`src/logic/hbps_regs.vh`:
```
/*
 Constants of the half-bridge PWM sequencer: register offsets,
 field positions, reset values and timing figures.
 Assumes includers use the bare file name.
*/
`ifndef HBPS_REGS_VH
`define HBPS_REGS_VH
`define HBPS_AW 12
`define HBPS_CTRL_OFS 12'h000
`define HBPS_STAT_OFS 12'h004
`define HBPS_CTRL_EN_BIT 0
`define HBPS_CTRL_RST 1'h1
`define HBPS_ST_LS_BIT 0
`define HBPS_ST_HS_BIT 1
`define HBPS_ST_FSM_LSB 2
`define HBPS_ST_PAR_BIT 5
`define HBPS_ST_OCP_LSB 6
`define HBPS_ST_DIS_BIT 8
`define HBPS_ST_UVLO_BIT 9
`define HBPS_ST_SRC_BIT 10
`define HBPS_ST_OSC_BIT 11
`define HBPS_CLK_NS 10
`define HBPS_TDLY_NS 125
`define HBPS_TDMIN_NS 325
`define HBPS_PRECHG_CYC 10
`endif

```
`src/logic/hbps_apb.v`:
```
/*
 APB slave holding the control register and returning the status word.
 Assumes a standard APB master on pclk; zero wait states.
*/
`timescale 1ns/100ps
`include "hbps_regs.vh"
module hbps_apb (
  input wire pclk, // Clock
  input wire presetn, // Async reset, low
  input wire psel, // Select
  input wire penable, // Access phase
  input wire pwrite, // Write
  input wire [`HBPS_AW-1:0] paddr, // Byte address
  input wire [31:0] pwdata, // Write data
  output reg [31:0] prdata, // Read data
  output wire pready, // Always ready
  output wire pslverr, // Unmapped address
  output reg ctrl_en_r, // Switching enable
  input wire [31:0] status // Live status
);
  wire hit_ctrl = (paddr == `HBPS_CTRL_OFS);
  wire hit_stat = (paddr == `HBPS_STAT_OFS);
  wire access = psel & penable;

  assign pready = 1'b1;
  assign pslverr = access & ~(hit_ctrl | hit_stat);

  always @(posedge pclk or negedge presetn) begin
    if (!presetn) begin
      ctrl_en_r <= `HBPS_CTRL_RST;
      prdata <= 32'h0000_0000;
    end else begin
      if (access & pwrite & hit_ctrl)
        ctrl_en_r <= pwdata[`HBPS_CTRL_EN_BIT];
      if (psel & ~penable & ~pwrite) begin
        if (hit_ctrl)
          prdata <= {31'h0000_0000, ctrl_en_r};
        else if (hit_stat)
          prdata <= status;
        else
          prdata <= 32'h0000_0000;
      end
    end
  end
endmodule // hbps_apb

```
`src/logic/hbps_deadtime.v`:
```
/*
 Deadtime timer: waits out the current falling ramp, then a fixed delay,
 and never finishes before a minimum total time.
 Assumes start is a one-cycle pulse and ramp is the oscillator pulse level.
*/
`timescale 1ns/100ps
`include "hbps_regs.vh"
module hbps_deadtime #(
  parameter DLY_CYC = 13,
  parameter MIN_CYC = 33,
  parameter CW = 8
) (
  input wire pclk, // Clock
  input wire presetn, // Async reset, low
  input wire start, // Begin a deadtime
  input wire ramp, // Falling ramp in progress
  output reg done // One-cycle end pulse
);
  reg busy_r;
  reg [CW-1:0] dly_r;
  reg [CW-1:0] tot_r;
  wire dly_ok = (dly_r >= DLY_CYC[CW-1:0]);
  wire tot_ok = (tot_r >= MIN_CYC[CW-1:0]);

  always @(posedge pclk or negedge presetn) begin
    if (!presetn) begin
      busy_r <= 1'b0;
      dly_r <= {CW{1'b0}};
      tot_r <= {CW{1'b0}};
      done <= 1'b0;
    end else begin
      done <= 1'b0;
      if (start) begin
        busy_r <= 1'b1;
        dly_r <= {CW{1'b0}};
        tot_r <= {CW{1'b0}};
      end else if (busy_r) begin
        tot_r <= tot_r + 1'b1;
        // Ramp time first, then the fixed delay
        if (!ramp)
          dly_r <= dly_r + 1'b1;
        // Floor against shoot-through
        if (dly_ok && tot_ok && !ramp) begin
          busy_r <= 1'b0;
          done <= 1'b1;
        end
      end
    end
  end
endmodule // hbps_deadtime

```
`src/logic/hbps_top.v`:
```
/*
 Half-bridge PWM sequencer: splits oscillator pulses into odd and even,
 drives complementary gate commands with deadtime, bootstrap precharge,
 burst mode, two-strike overcurrent latch with hiccup restart, latched
 disable, adaptive undervoltage threshold and an APB register file.
 Assumes comparator inputs synchronous to pclk; presetn is the power
 reset, supply_ok the active undervoltage comparator.
*/
// Added by the designer: the register offsets and the APB slave port.
// How it works
// - High-side interval ends when the current comparator trips.
// - Terminated high side stays off for the rest of the cycle.
// - Overcurrent comparator input flags abnormal overcurrent to protection logic.
// - First trip warns; clean next cycle idles; second trip stops switching.
// - Overcurrent latch clears only when supply drops below undervoltage threshold.
// - After latch clears, startup source waits for restart level before recharging.
// - Disable input stops switching at once and enters low power.
// - Disable latch resets only on supply undervoltage.
// - While disabled, startup source keeps supply between start and one volt below.
// - Oscillator pulse lasts the whole falling ramp.
// - Toggle sorts pulses into odd and even; switching at half rate.
// - Even pulse turns low side off, high side on after deadtime.
// - Low side turns on a deadtime after high side ends.
// - Odd pulse ends a still-running high side.
// - Startup holds low side on ten oscillator cycles before any high side.
// - Burst resume: first pulse low side, high side after second pulse.
// - Deadtime is falling ramp plus fixed 125 ns delay.
// - Deadtime never under 325 ns.
// - Light load selects the lower undervoltage threshold.
// - Normal threshold back after hysteresis and supply above normal threshold.
// - Burst stop below 1.75 V control, resume above 1.82 V.
`timescale 1ns/100ps
`include "hbps_regs.vh"
module hbps_top #(
  parameter PRECHG_CYC = `HBPS_PRECHG_CYC,
  parameter CW = 8
) (
  input wire pclk, // 100 MHz clock
  input wire presetn, // Async reset, low
  input wire psel, // APB select
  input wire penable, // APB access phase
  input wire pwrite, // APB write
  input wire [`HBPS_AW-1:0] paddr, // APB byte address
  input wire [31:0] pwdata, // APB write data
  output wire [31:0] prdata, // APB read data
  output wire pready, // APB ready
  output wire pslverr, // APB error
  input wire osc_pulse, // Sawtooth falling ramp
  input wire cmp_pwm, // Sense reached programming level
  input wire cmp_ocp, // Sense above 1.5 V
  input wire cmp_dis, // Shutdown sense above 4.5 V
  input wire cmp_burst_stop, // Control below 1.75 V
  input wire cmp_burst_go, // Control above 1.82 V
  input wire cmp_light_lo, // Control below light_load_level
  input wire cmp_light_hi, // Control above level plus hysteresis
  input wire supply_ok, // Supply above active UVLO threshold
  input wire vcc_above_norm, // Supply above normal UVLO threshold
  input wire vcc_ge_start, // Supply at supply_start_level
  input wire vcc_below_hyst, // Supply below start level minus 1 V
  input wire vcc_below_restart, // Supply below restart level
  output reg hs_on_r, // High-side gate command
  output reg ls_on_r, // Low-side gate command
  output reg osc_run_r, // Oscillator enable
  output reg src_on_r, // startup_current_source enable
  output reg dis_latch_r, // Reduced-consumption state
  output reg uvlo_low_r // Lower UVLO threshold selected
);
  // Round a time up to whole clock cycles
  function integer ns2cyc;
    input integer ns;
    begin
      ns2cyc = (ns + `HBPS_CLK_NS - 1) / `HBPS_CLK_NS;
    end
  endfunction

  localparam DLY_CYC = ns2cyc(`HBPS_TDLY_NS);
  localparam MIN_CYC = ns2cyc(`HBPS_TDMIN_NS);

  // Sequencer states
  localparam S_OFF = 3'h0;
  localparam S_PRE = 3'h1;
  localparam S_LS = 3'h2;
  localparam S_DTH = 3'h3;
  localparam S_HS = 3'h4;
  localparam S_DTL = 3'h5;
  localparam S_IDLE = 3'h6;
  localparam S_RES = 3'h7;

  // Protection states
  localparam O_IDLE = 2'h0;
  localparam O_WARN = 2'h1;
  localparam O_LATCH = 2'h2;

  reg [2:0] st_r;
  reg [2:0] st_nxt;
  reg osc_d_r;
  reg par_r;
  reg par_nxt;
  reg term_r;
  reg term_nxt;
  reg [CW-1:0] pre_cnt_r;
  reg [CW-1:0] pre_cnt_nxt;
  reg [1:0] ocp_r;
  reg [1:0] ocp_nxt;
  reg wcyc_r;
  reg wcyc_nxt;
  reg rearm_r;
  reg dt_start;
  reg boundary;
  wire dt_done;
  wire ctrl_en;
  wire pulse_rise;
  wire samp;
  wire stop;
  wire even_rise;
  wire odd_rise;
  wire [31:0] status;

  // Pulse start marks each oscillator clock pulse
  assign pulse_rise = osc_pulse & ~osc_d_r;
  assign samp = pulse_rise | ~osc_run_r;
  assign even_rise = pulse_rise & par_r;
  assign odd_rise = pulse_rise & ~par_r;
  // Any stop source drops both gates at once
  assign stop = (ocp_r == O_LATCH) | dis_latch_r | cmp_dis | ~ctrl_en | ~supply_ok;

  assign status = {20'h0_0000, osc_run_r, src_on_r, uvlo_low_r,
                   dis_latch_r, ocp_r, par_r, st_r, hs_on_r, ls_on_r};

  hbps_apb u_apb (
    .pclk(pclk),
    .presetn(presetn),
    .psel(psel),
    .penable(penable),
    .pwrite(pwrite),
    .paddr(paddr),
    .pwdata(pwdata),
    .prdata(prdata),
    .pready(pready),
    .pslverr(pslverr),
    .ctrl_en_r(ctrl_en),
    .status(status)
  );

  hbps_deadtime #(
    .DLY_CYC(DLY_CYC),
    .MIN_CYC(MIN_CYC),
    .CW(CW)
  ) u_dt (
    .pclk(pclk),
    .presetn(presetn),
    .start(dt_start),
    .ramp(osc_pulse),
    .done(dt_done)
  );

  // Switching sequence
  always @* begin
    st_nxt = st_r;
    par_nxt = par_r;
    term_nxt = term_r;
    pre_cnt_nxt = pre_cnt_r;
    dt_start = 1'b0;
    boundary = 1'b0;
    if (pulse_rise)
      par_nxt = ~par_r;
    case (st_r)
      S_OFF: begin
        if (!stop && !cmp_burst_stop && pulse_rise) begin
          st_nxt = S_PRE;
          pre_cnt_nxt = {CW{1'b0}};
        end
      end
      S_PRE: begin
        if (pulse_rise) begin
          pre_cnt_nxt = pre_cnt_r + 1'b1;
          // Bootstrap charged: this pulse acts as the even one
          if (pre_cnt_r == PRECHG_CYC[CW-1:0] - 1'b1) begin
            st_nxt = S_DTH;
            dt_start = 1'b1;
            par_nxt = 1'b0;
            term_nxt = 1'b0;
            boundary = 1'b1;
          end
        end
      end
      S_LS: begin
        if (samp && cmp_burst_stop) begin
          st_nxt = S_IDLE;
        end else if (even_rise) begin
          st_nxt = S_DTH;
          dt_start = 1'b1;
          par_nxt = 1'b0;
          term_nxt = 1'b0;
          boundary = 1'b1;
        end
      end
      S_DTH: begin
        if (dt_done && !term_r)
          st_nxt = S_HS;
      end
      S_HS: begin
        // Loop, overcurrent or odd pulse ends the interval
        if (cmp_pwm || cmp_ocp || odd_rise) begin
          st_nxt = S_DTL;
          dt_start = 1'b1;
          term_nxt = 1'b1;
        end
      end
      S_DTL: begin
        if (dt_done)
          st_nxt = S_LS;
      end
      S_IDLE: begin
        if (pulse_rise)
          st_nxt = S_RES;
      end
      S_RES: begin
        // Second pulse after resume starts the high side
        if (pulse_rise) begin
          st_nxt = S_DTH;
          dt_start = 1'b1;
          par_nxt = 1'b0;
          term_nxt = 1'b0;
          boundary = 1'b1;
        end
      end
      default: st_nxt = S_OFF;
    endcase
    if (stop && st_r != S_OFF) begin
      st_nxt = S_OFF;
      dt_start = 1'b0;
    end
  end

  // Overcurrent protection
  always @* begin
    ocp_nxt = ocp_r;
    wcyc_nxt = wcyc_r;
    case (ocp_r)
      O_IDLE: begin
        if (cmp_ocp && st_r != S_OFF) begin
          ocp_nxt = O_WARN;
          wcyc_nxt = 1'b0;
        end
      end
      O_WARN: begin
        if (cmp_ocp && wcyc_r)
          ocp_nxt = O_LATCH;
        else if (boundary && wcyc_r)
          ocp_nxt = O_IDLE;
        else if (boundary)
          wcyc_nxt = 1'b1;
      end
      O_LATCH: ocp_nxt = O_LATCH;
      default: ocp_nxt = O_IDLE;
    endcase
    if (!supply_ok)
      ocp_nxt = O_IDLE;
  end

  always @(posedge pclk or negedge presetn) begin
    if (!presetn) begin
      st_r <= S_OFF;
      osc_d_r <= 1'b0;
      par_r <= 1'b0;
      term_r <= 1'b0;
      pre_cnt_r <= {CW{1'b0}};
      ocp_r <= O_IDLE;
      wcyc_r <= 1'b0;
      hs_on_r <= 1'b0;
      ls_on_r <= 1'b0;
    end else begin
      st_r <= st_nxt;
      osc_d_r <= osc_pulse;
      par_r <= par_nxt;
      term_r <= term_nxt;
      pre_cnt_r <= pre_cnt_nxt;
      ocp_r <= ocp_nxt;
      wcyc_r <= wcyc_nxt;
      hs_on_r <= (st_nxt == S_HS);
      ls_on_r <= (st_nxt == S_PRE) || (st_nxt == S_LS) || (st_nxt == S_RES);
    end
  end

  // Disable latch, oscillator and threshold control
  always @(posedge pclk or negedge presetn) begin
    if (!presetn) begin
      dis_latch_r <= 1'b0;
      osc_run_r <= 1'b0;
      uvlo_low_r <= 1'b0;
    end else begin
      if (!supply_ok)
        dis_latch_r <= 1'b0;
      else if (cmp_dis)
        dis_latch_r <= 1'b1;
      if (dis_latch_r || cmp_dis || !supply_ok)
        osc_run_r <= 1'b0;
      else if (st_r == S_IDLE) begin
        // Resume holds through the hysteresis band
        if (cmp_burst_go)
          osc_run_r <= 1'b1;
      end else if (st_nxt == S_IDLE)
        osc_run_r <= 1'b0;
      else
        osc_run_r <= 1'b1;
      if (samp && cmp_light_lo)
        uvlo_low_r <= 1'b1;
      else if (samp && cmp_light_hi && vcc_above_norm)
        uvlo_low_r <= 1'b0;
    end
  end

  // Startup current source
  always @(posedge pclk or negedge presetn) begin
    if (!presetn) begin
      src_on_r <= 1'b0;
      rearm_r <= 1'b1;
    end else begin
      if (dis_latch_r) begin
        // Keep the disable latch powered
        if (vcc_below_hyst)
          src_on_r <= 1'b1;
        else if (vcc_ge_start)
          src_on_r <= 1'b0;
      end else if (supply_ok) begin
        src_on_r <= 1'b0;
        rearm_r <= 1'b0;
      end else begin
        if (vcc_below_restart)
          rearm_r <= 1'b1;
        if (vcc_ge_start) begin
          src_on_r <= 1'b0;
          rearm_r <= 1'b0;
        end else begin
          src_on_r <= rearm_r | vcc_below_restart;
        end
      end
    end
  end
endmodule // hbps_top

```
`config.mk`:
```
export PLATFORM = sky130hd
export DESIGN_NAME = hbps_top
export DESIGN_NICKNAME = d
export VERILOG_FILES = /design/src/logic/hbps_apb.v /design/src/logic/hbps_deadtime.v /design/src/logic/hbps_top.v
export VERILOG_INCLUDE_DIRS = /design/src /design/src/logic
export SDC_FILE = /design/constraint.sdc
export NUM_CORES = 1
export LEC_CHECK = 0
export ABC_AREA = 0
export ABC_CLOCK_PERIOD_IN_PS = 2380
export BUFFER_PORTS_ARGS = -buffer_cell sky130_fd_sc_hd__buf_2
export CORE_MARGIN = 3
export CORE_UTILIZATION = 49
export DETAILED_ROUTE_END_ITERATION = 10
export HOLD_SLACK_MARGIN = 0.03
export PLACE_DENSITY_LB_ADDON = 0.08
export SLEW_MARGIN = 30
export SYNTH_ARGS = -nofsm -noshare
export SYNTH_HDL_FRONTEND = slang
export SYNTH_SLANG_ARGS = --single-unit
export TNS_END_PERCENT = 30
```
`constraint.sdc`:
```
create_clock -name pclk -period 2.38 [get_ports pclk]
set_clock_uncertainty 0.2 [all_clocks]
set_input_delay 0.476 -clock pclk [delete_from_list [all_inputs] [get_ports pclk]]
set_output_delay 0.476 -clock pclk [all_outputs]
set_load 0.1 [all_outputs]
```
# == Word level (Yosys, flattened, before mapping) ==
# Index checks and enable logic that the tools add are counted.
# W data, S select, Z words.
# totals
word_cells,200
output_inout_bits,40
regBits,75
in_bits,62
# classes
n_addsub,3
n_reduce_logical,40
mux,77
order_cmp,2
n_bitwise,25
n_eq_ne,33
# ops
cell,n
$mux W8,7
$mux W1,45
$mux W3,11
$mux W32,1
$add A8 B1 Y8 const B,3
$ne A2 B2 Y1 const B,12
$pmux W3 S8,1
$eq A3 B3 Y1 const B,7
$pmux W8 S2,1
$logic_and A1 B1 Y1,13
$eq A12 B3 Y1 const B,1
$logic_not A12 Y1,1
$mux W12,1
$and A1 B1 Y1,9
$eq A3 B2 Y1 const B,3
$ne A3 B3 Y1 const B,3
$not A1 Y1,9
$eq A8 B4 Y1 const B,1
$ge A8 B4 Y1 const B,1
$ge A8 B6 Y1 const B,1
$mux W2,4
$pmux W1 S4,2
$reduce_bool A2 Y1,4
$or A1 B1 Y1,7
other kinds (18),32

# == Logic depth before layout (Yosys ltp) ==
# logic_depth
ltp_word,15
ltp_mapped,9
ltp_nobuf,7

# == Hierarchy ==
# A second synthesis with hierarchy kept.
# hier_totals
cells_unflattened,332
hier_area_um2,3718.6
# modules_own_cells
mod,seq_area_each_um2,instances,area_per_inst_um2,cells_per_inst
hbps_top,601.8,1,1401.3,147
hbps_apb,827.0,1,1352.5,88
hbps_deadtime,450.4,1,964.7,97

# == Least setup slack after synthesis ==
# No wires, ideal clock.
# synth_path
path_kind,flip-flop to flip-flop
from,reg dis_latch_r
to,reg u_dt.tot_r[0]
path_stages_with_launch,8
slack_ps,74
n_path_buf,2
synth_period_minus_slack_ps,2306
required_time_ps,2061
setup_ps,119
t_arrival_ps,1988
path_cell_list,dfrtp_1 > nor3b_1 > nand3_1 > nor2_1 > o211a_1 > buf_6 > buf_6 > nor2_1
# synth_via
elab_chain_len,7
word_cells_on_any_way,8
cone_classes,mux: 2; bitwise: 4; reduce/logical: 2
# synth_lines
item,line_no,source
from (decl),hbps_top.v:65,"output reg dis_latch_r,"
from (signal assigned),hbps_top.v:289,dis_latch_r <= 1'b0;
from (signal assigned),hbps_top.v:294,dis_latch_r <= 1'b0;
from (signal assigned),hbps_top.v:296,dis_latch_r <= 1'b1;
$or A1 B1 Y1 (*) (4 in series),hbps_top.v:125,assign stop = (ocp_r == O_LATCH) | dis_latch_r | cmp_dis | ~ctrl_en | ~supply_ok;
$logic_and A1 B1 Y1 (*),hbps_top.v:230,if (stop && st_r != S_OFF) begin
$mux W1 (*),hbps_top.v:230,
$mux W8 / $reduce_bool A2 Y1 (equally long branches),--,
to (signal assigned),hbps_deadtime.v:29,tot_r <= {CW{1'b0}};
to (signal assigned),hbps_deadtime.v:36,tot_r <= {CW{1'b0}};
to (signal assigned),hbps_deadtime.v:38,tot_r <= tot_r + 1'b1;
to (decl),hbps_deadtime.v:21,reg [CW-1:0] tot_r;
# Mark *: on every way between the ends. The rest lies on a longest branch, timed or not.
# A chain may end at the register's enable or synchronous reset.

# == Final worst setup path ==
# layout_path
from,reg st_r[2]
to,reg u_dt.busy_r
# layout_via
elab_chain_len,4
word_cells_on_any_way,9
cone_classes,eq/ne: 4; mux: 3; reduce/logical: 2
# layout_lines
item,line_no,source
from (decl),hbps_top.v:94,reg [2:0] st_r;
from (signal assigned),hbps_top.v:274,st_r <= st_nxt;
$eq A3 B3 Y1 (tied with other cells),hbps_top.v:167,case (st_r)
$pmux W1 S4 / $logic_and A1 B1 Y1 (equally long branches),"hbps_top.v:167, hbps_top.v:230",
$mux W1 (*),hbps_top.v:230,
$mux W1 (*),hbps_deadtime.v:33,if (start) begin
to (signal assigned),hbps_deadtime.v:27,busy_r <= 1'b0;
to (signal assigned),hbps_deadtime.v:34,busy_r <= 1'b1;
to (signal assigned),hbps_deadtime.v:44,busy_r <= 1'b0;
to (decl),hbps_deadtime.v:19,reg busy_r;
# Marked as above.

==> flow_summary_export.csv <==
group,metric,value,unit
status,run_status,"complete, no violations",
synthesis,synthesis.yosys.warnings,0,
die,io_pins,102,
global_route,overflow,0,
synthesis,synthArstFlopShare,100.0,%
power,power.ir.vdd_worst,604.0,uV
synthesis,synth.mux.area_fraction,1.046,%
drt,vias,2263,
setup_path,timing.critical_path.to_type,"flip-flop",
synthesis,post_synthesis_sequential_area_ratio,46.11,%
clock_network,tritoncts.num_buffers,5,
die,die_w,84.12,um
synthesis,number_of_enable_type_register_cells_in_the_synthesized_netlist,0,
sta,report.final.hold_viol_count,0,
drt,drt_drc_violations_left,0,
sta,tightestPinTransition,0.5062,ns
global_route,grt_use_total,16.83,%
synthesis,synth-adder-area-share,3.766,%
synthesis,netlist-cell-type-count,62,
synthesis,post_synth_most_frequent_cells,"53 x sky130_fd_sc_hd__dfrtp_1, 40 x sky130_fd_sc_hd__nor2_1, 23 x sky130_fd_sc_hd__nand2_1, 21 x sky130_fd_sc_hd__buf_4, 14 x sky130_fd_sc_hd__xor2_1",
sta,timing.final.setup_violations,0,
drt,detail_route.iter0.violations,96,
sta,tns_setup,0,ns
synthesis,synth_top_area_share,44.35,%
global_route,via_count_of_the_first_global_routing_pass,2186,
place,dp.final_hpwl,4317,um
sta,final.min_clock_period,2.191,ns
synthesis,synth-xor-area-share,6.444,%
clock_network,cts_tree,"yes",
setup_path,path_max_fanout,18,
clock_network,worstSkewPairLatency,0.30,ns
die,floorplan.die_area,7076,sq um
drt,routed_length_per_instance,13.22,um
synthesis,synth_largest_area_cell,"sky130_fd_sc_hd__dfrtp_1",
synthesis,synth_simple_gate_area_share,21.72,%
synthesis,postSynthAreaPerCell,9.869,sq um
clock_network,worst_case_clock_buffer_depth,2,
synthesis,synth_compound_area_share,12.38,%
final_layout,final_layout_size_suffix_gt1_share,23.71,%
drt,wl,5804,um
drt,detail-route-antenna-nets,0,
synthesis,yosys.cell_count.top_type,"sky130_fd_sc_hd__dfrtp_1",
drt,firstDrtPassIters,4,
clock_network,clock_tree.root_cell,"sky130_fd_sc_hd__clkbuf_8",
die,core_area,5709,sq um
sta,report.final.slew_viol_count,0,
clock_network,clock_tree.htree_level_count,2,
die,die-height,84.12,um
place,port_buffers,49,
synthesis,synth.top_cells.by_area,"sky130_fd_sc_hd__dfrtp_1 44%, sky130_fd_sc_hd__buf_4 5.3%, sky130_fd_sc_hd__nor2_1 5.0%, sky130_fd_sc_hd__xor2_1 4.1%, sky130_fd_sc_hd__ha_1 3.8%",
power,pwr_density_cell,688.9,nW/um^2
die,initial_core_util,52.38,%
synthesis,netlist_area,2990,sq um
sta,max_freq,456.4,MHz
die,rows,27,
setup_path,crit_chain,"or4b_2, a21boi_2, a21o_2, o211a_1, buf_12, o21bai_1",
global_route,grt_start_max_net_pins,56,
sta,finalHoldWorstSlack,0.1905,ns
global_route,grt_first_pass_wirelength,9942,um
setup_path,crit_arrival,2.22,ns
power,power_leakage,1.714,nW
synthesis,yosys_most_used_dff,"sky130_fd_sc_hd__dfrtp_1",
sta,layout_worst_path_cycle_share,92.07,%
drt,detail_route.vias_per_cell,5.155,
setup_path,worst_path_max_delay_cell,"sky130_fd_sc_hd__or4b_2",
setup_path,timing_worst_setup_path_type,"flip-flop to flip-flop",
setup_path,worst-endpoint-required,2.41,ns
clock_network,cts.clk_slew.worst_paths,0.10,ns
setup_path,startpoint_type,"flip-flop",
synthesis,largest_family_of_logic_cells_by_synthesized_area,"simple AND/OR/NAND/NOR gates",
place,gp_congestion,0.8527,
synthesis,postSynthCellCount,303,
final_layout,area_growth_syn_to_layout,15.06,%
clock_network,clock_sinks,55,
global_route,initial_antenna_violation_count,0,
min_path,min-delay-path-class,"input pin to flip-flop",
synthesis,ys_seq_elements,55,
setup_path,critPathMaxStageDelay,0.71,ns
sta,rsz0062_at_grt,"no",
job,max-cap-violations,0,
final_layout,nNetsFinal,437,
final_layout,antenna_cells,0,
sta,worst_slew_margin_rel,65.38,%
-- metal layers --
metal	vias to the layer above	share of wire, %	track usage, %
met3	2	4.2	2.962
met2	44	48	28.26
met4	0	0.47	3.509
met1	1083	47	22.93
met5	-	0	0
li1	1134	-	-
-- stage by stage --
stage | area (sq um) | std cells | power (mW) | utilization, % | setup slack (ns)
6_report | 3441 | 439 | 2.370 | 60.27 | 0.1888
5_1_grt | 3441 | 439 | 2.532 | 60.27 | 0.04912
3_5_place_dp | 3336 | 430 | 1.862 | 58.43 | 0.09911
2_1_floorplan | 3062 | 322 | 1.737 | - | 0.07355
4_1_cts | 3441 | 439 | 2.400 | 60.27 | 0.1626
3_3_place_gp | 3336 | 430 | 1.843 | 58.43 | 0.1175
-- cell usage in the layout, fill, tap and decap left out, types with 3 or more instances in the layout --
cell type / n
sky130_fd_sc_hd__nand2_1: 23
sky130_fd_sc_hd__a22o_1: 12
sky130_fd_sc_hd__buf_2: 49
sky130_fd_sc_hd__nor3_1: 7
sky130_fd_sc_hd__ha_1: 9
sky130_fd_sc_hd__xnor2_1: 8
sky130_fd_sc_hd__and3_1: 3
sky130_fd_sc_hd__nor3b_1: 5
sky130_fd_sc_hd__clkbuf_8: 6
sky130_fd_sc_hd__xor2_1: 14
sky130_fd_sc_hd__inv_1: 11
sky130_fd_sc_hd__nor2_1: 40
sky130_fd_sc_hd__nand3_1: 8
sky130_fd_sc_hd__o21ai_0: 5
sky130_fd_sc_hd__nor4_1: 3
sky130_fd_sc_hd__nand4_1: 10
sky130_fd_sc_hd__nor2b_1: 5
sky130_fd_sc_hd__a21oi_1: 5
sky130_fd_sc_hd__buf_4: 14
sky130_fd_sc_hd__nand2b_1: 4
sky130_fd_sc_hd__dfrtp_1: 53
sky130_fd_sc_hd__conb_1: 21
-- repair_timing --
| item | in CTS | in global routing |
|---|---|---|
| gates resized for setup | 0 | 0 |
| setup buffers | 0 | 0 |
| hold buffers | 1 | 0 |
| hold endpoints to repair | 53 | 0 |
-- path summary, 6_finish.rpt --
| check | slack (ns) | endpoint | cells after the start | from |
|---|---|---|---|---|
| worst max-delay path | 0.19 | u_dt.busy_r | 6 | st_r[2] |
| worst min-delay path | 0.19 | dis_latch_r | 2 | cmp_dis |
| worst max register to register | 0.19 | u_dt.busy_r | 6 | st_r[2] |
| worst min register to register | 0.30 | u_apb.prdata[0] | 2 | u_apb.prdata[0] |
| max in group asynchronous | 1.18 | u_apb.ctrl_en_r | 3 | presetn |
| min in group asynchronous | 0.50 | u_apb.prdata[5] | 3 | presetn |
-- sequential cells by signal (all words and copies together) (netlist names), 2 cells and up --
name and cells:
u_dt.tot_r 8, u_dt.dly_r 8, st_r 3, pre_cnt_r 8, u_apb.prdata 12, ocp_r 2
-- kinds of logic (layout without fill, tap and decap cells) --
family / after synthesis / count (layout)
and+or+nand+nor: 124 / 124
AOI/OAI and AO/OA: 48 / 48
xor gates and xnor gates: 22 / 22
muxes: 3 / 3
other: 2 / 21
DFF: 55 / 55
buffers and inverters: 40 / 85
adders and majority gates: 9 / 9
-- area by class of cell --
| cell class | instances | area (sq um) |
|---|---|---|
| clock buffer | 7 | 86.33 |
| clock inverter | 1 | 8.758 |
| fill | 530 | 2268 |
| inverter | 11 | 41.29 |
| multi-input combinational | 227 | 1435 |
| sequential | 55 | 1379 |
| tap | 72 | 90.09 |
| timing repair buffer | 66 | 400.4 |
-- where the power goes --
group | total [mW] | internal (mW) | leakage, nW | switching, mW
combinational | 0.606 | 0.212 | 0.947 | 0.394
clock | 0.529 | 0.239 | 0.0484 | 0.290
sequential | 1.24 | 1.07 | 0.719 | 0.166
total | 2.37 | 1.52 | 1.71 | 0.851
-- critical path: cells and delay by family, from the launching register on --
kind,cells,cell delay [ns]
buffers and inverters,1,0.15
AOI/OAI and AO/OA,4,0.61
DFF,1,0.45
and+or+nand+nor,1,0.71
(Power assumes the default switching activity.)
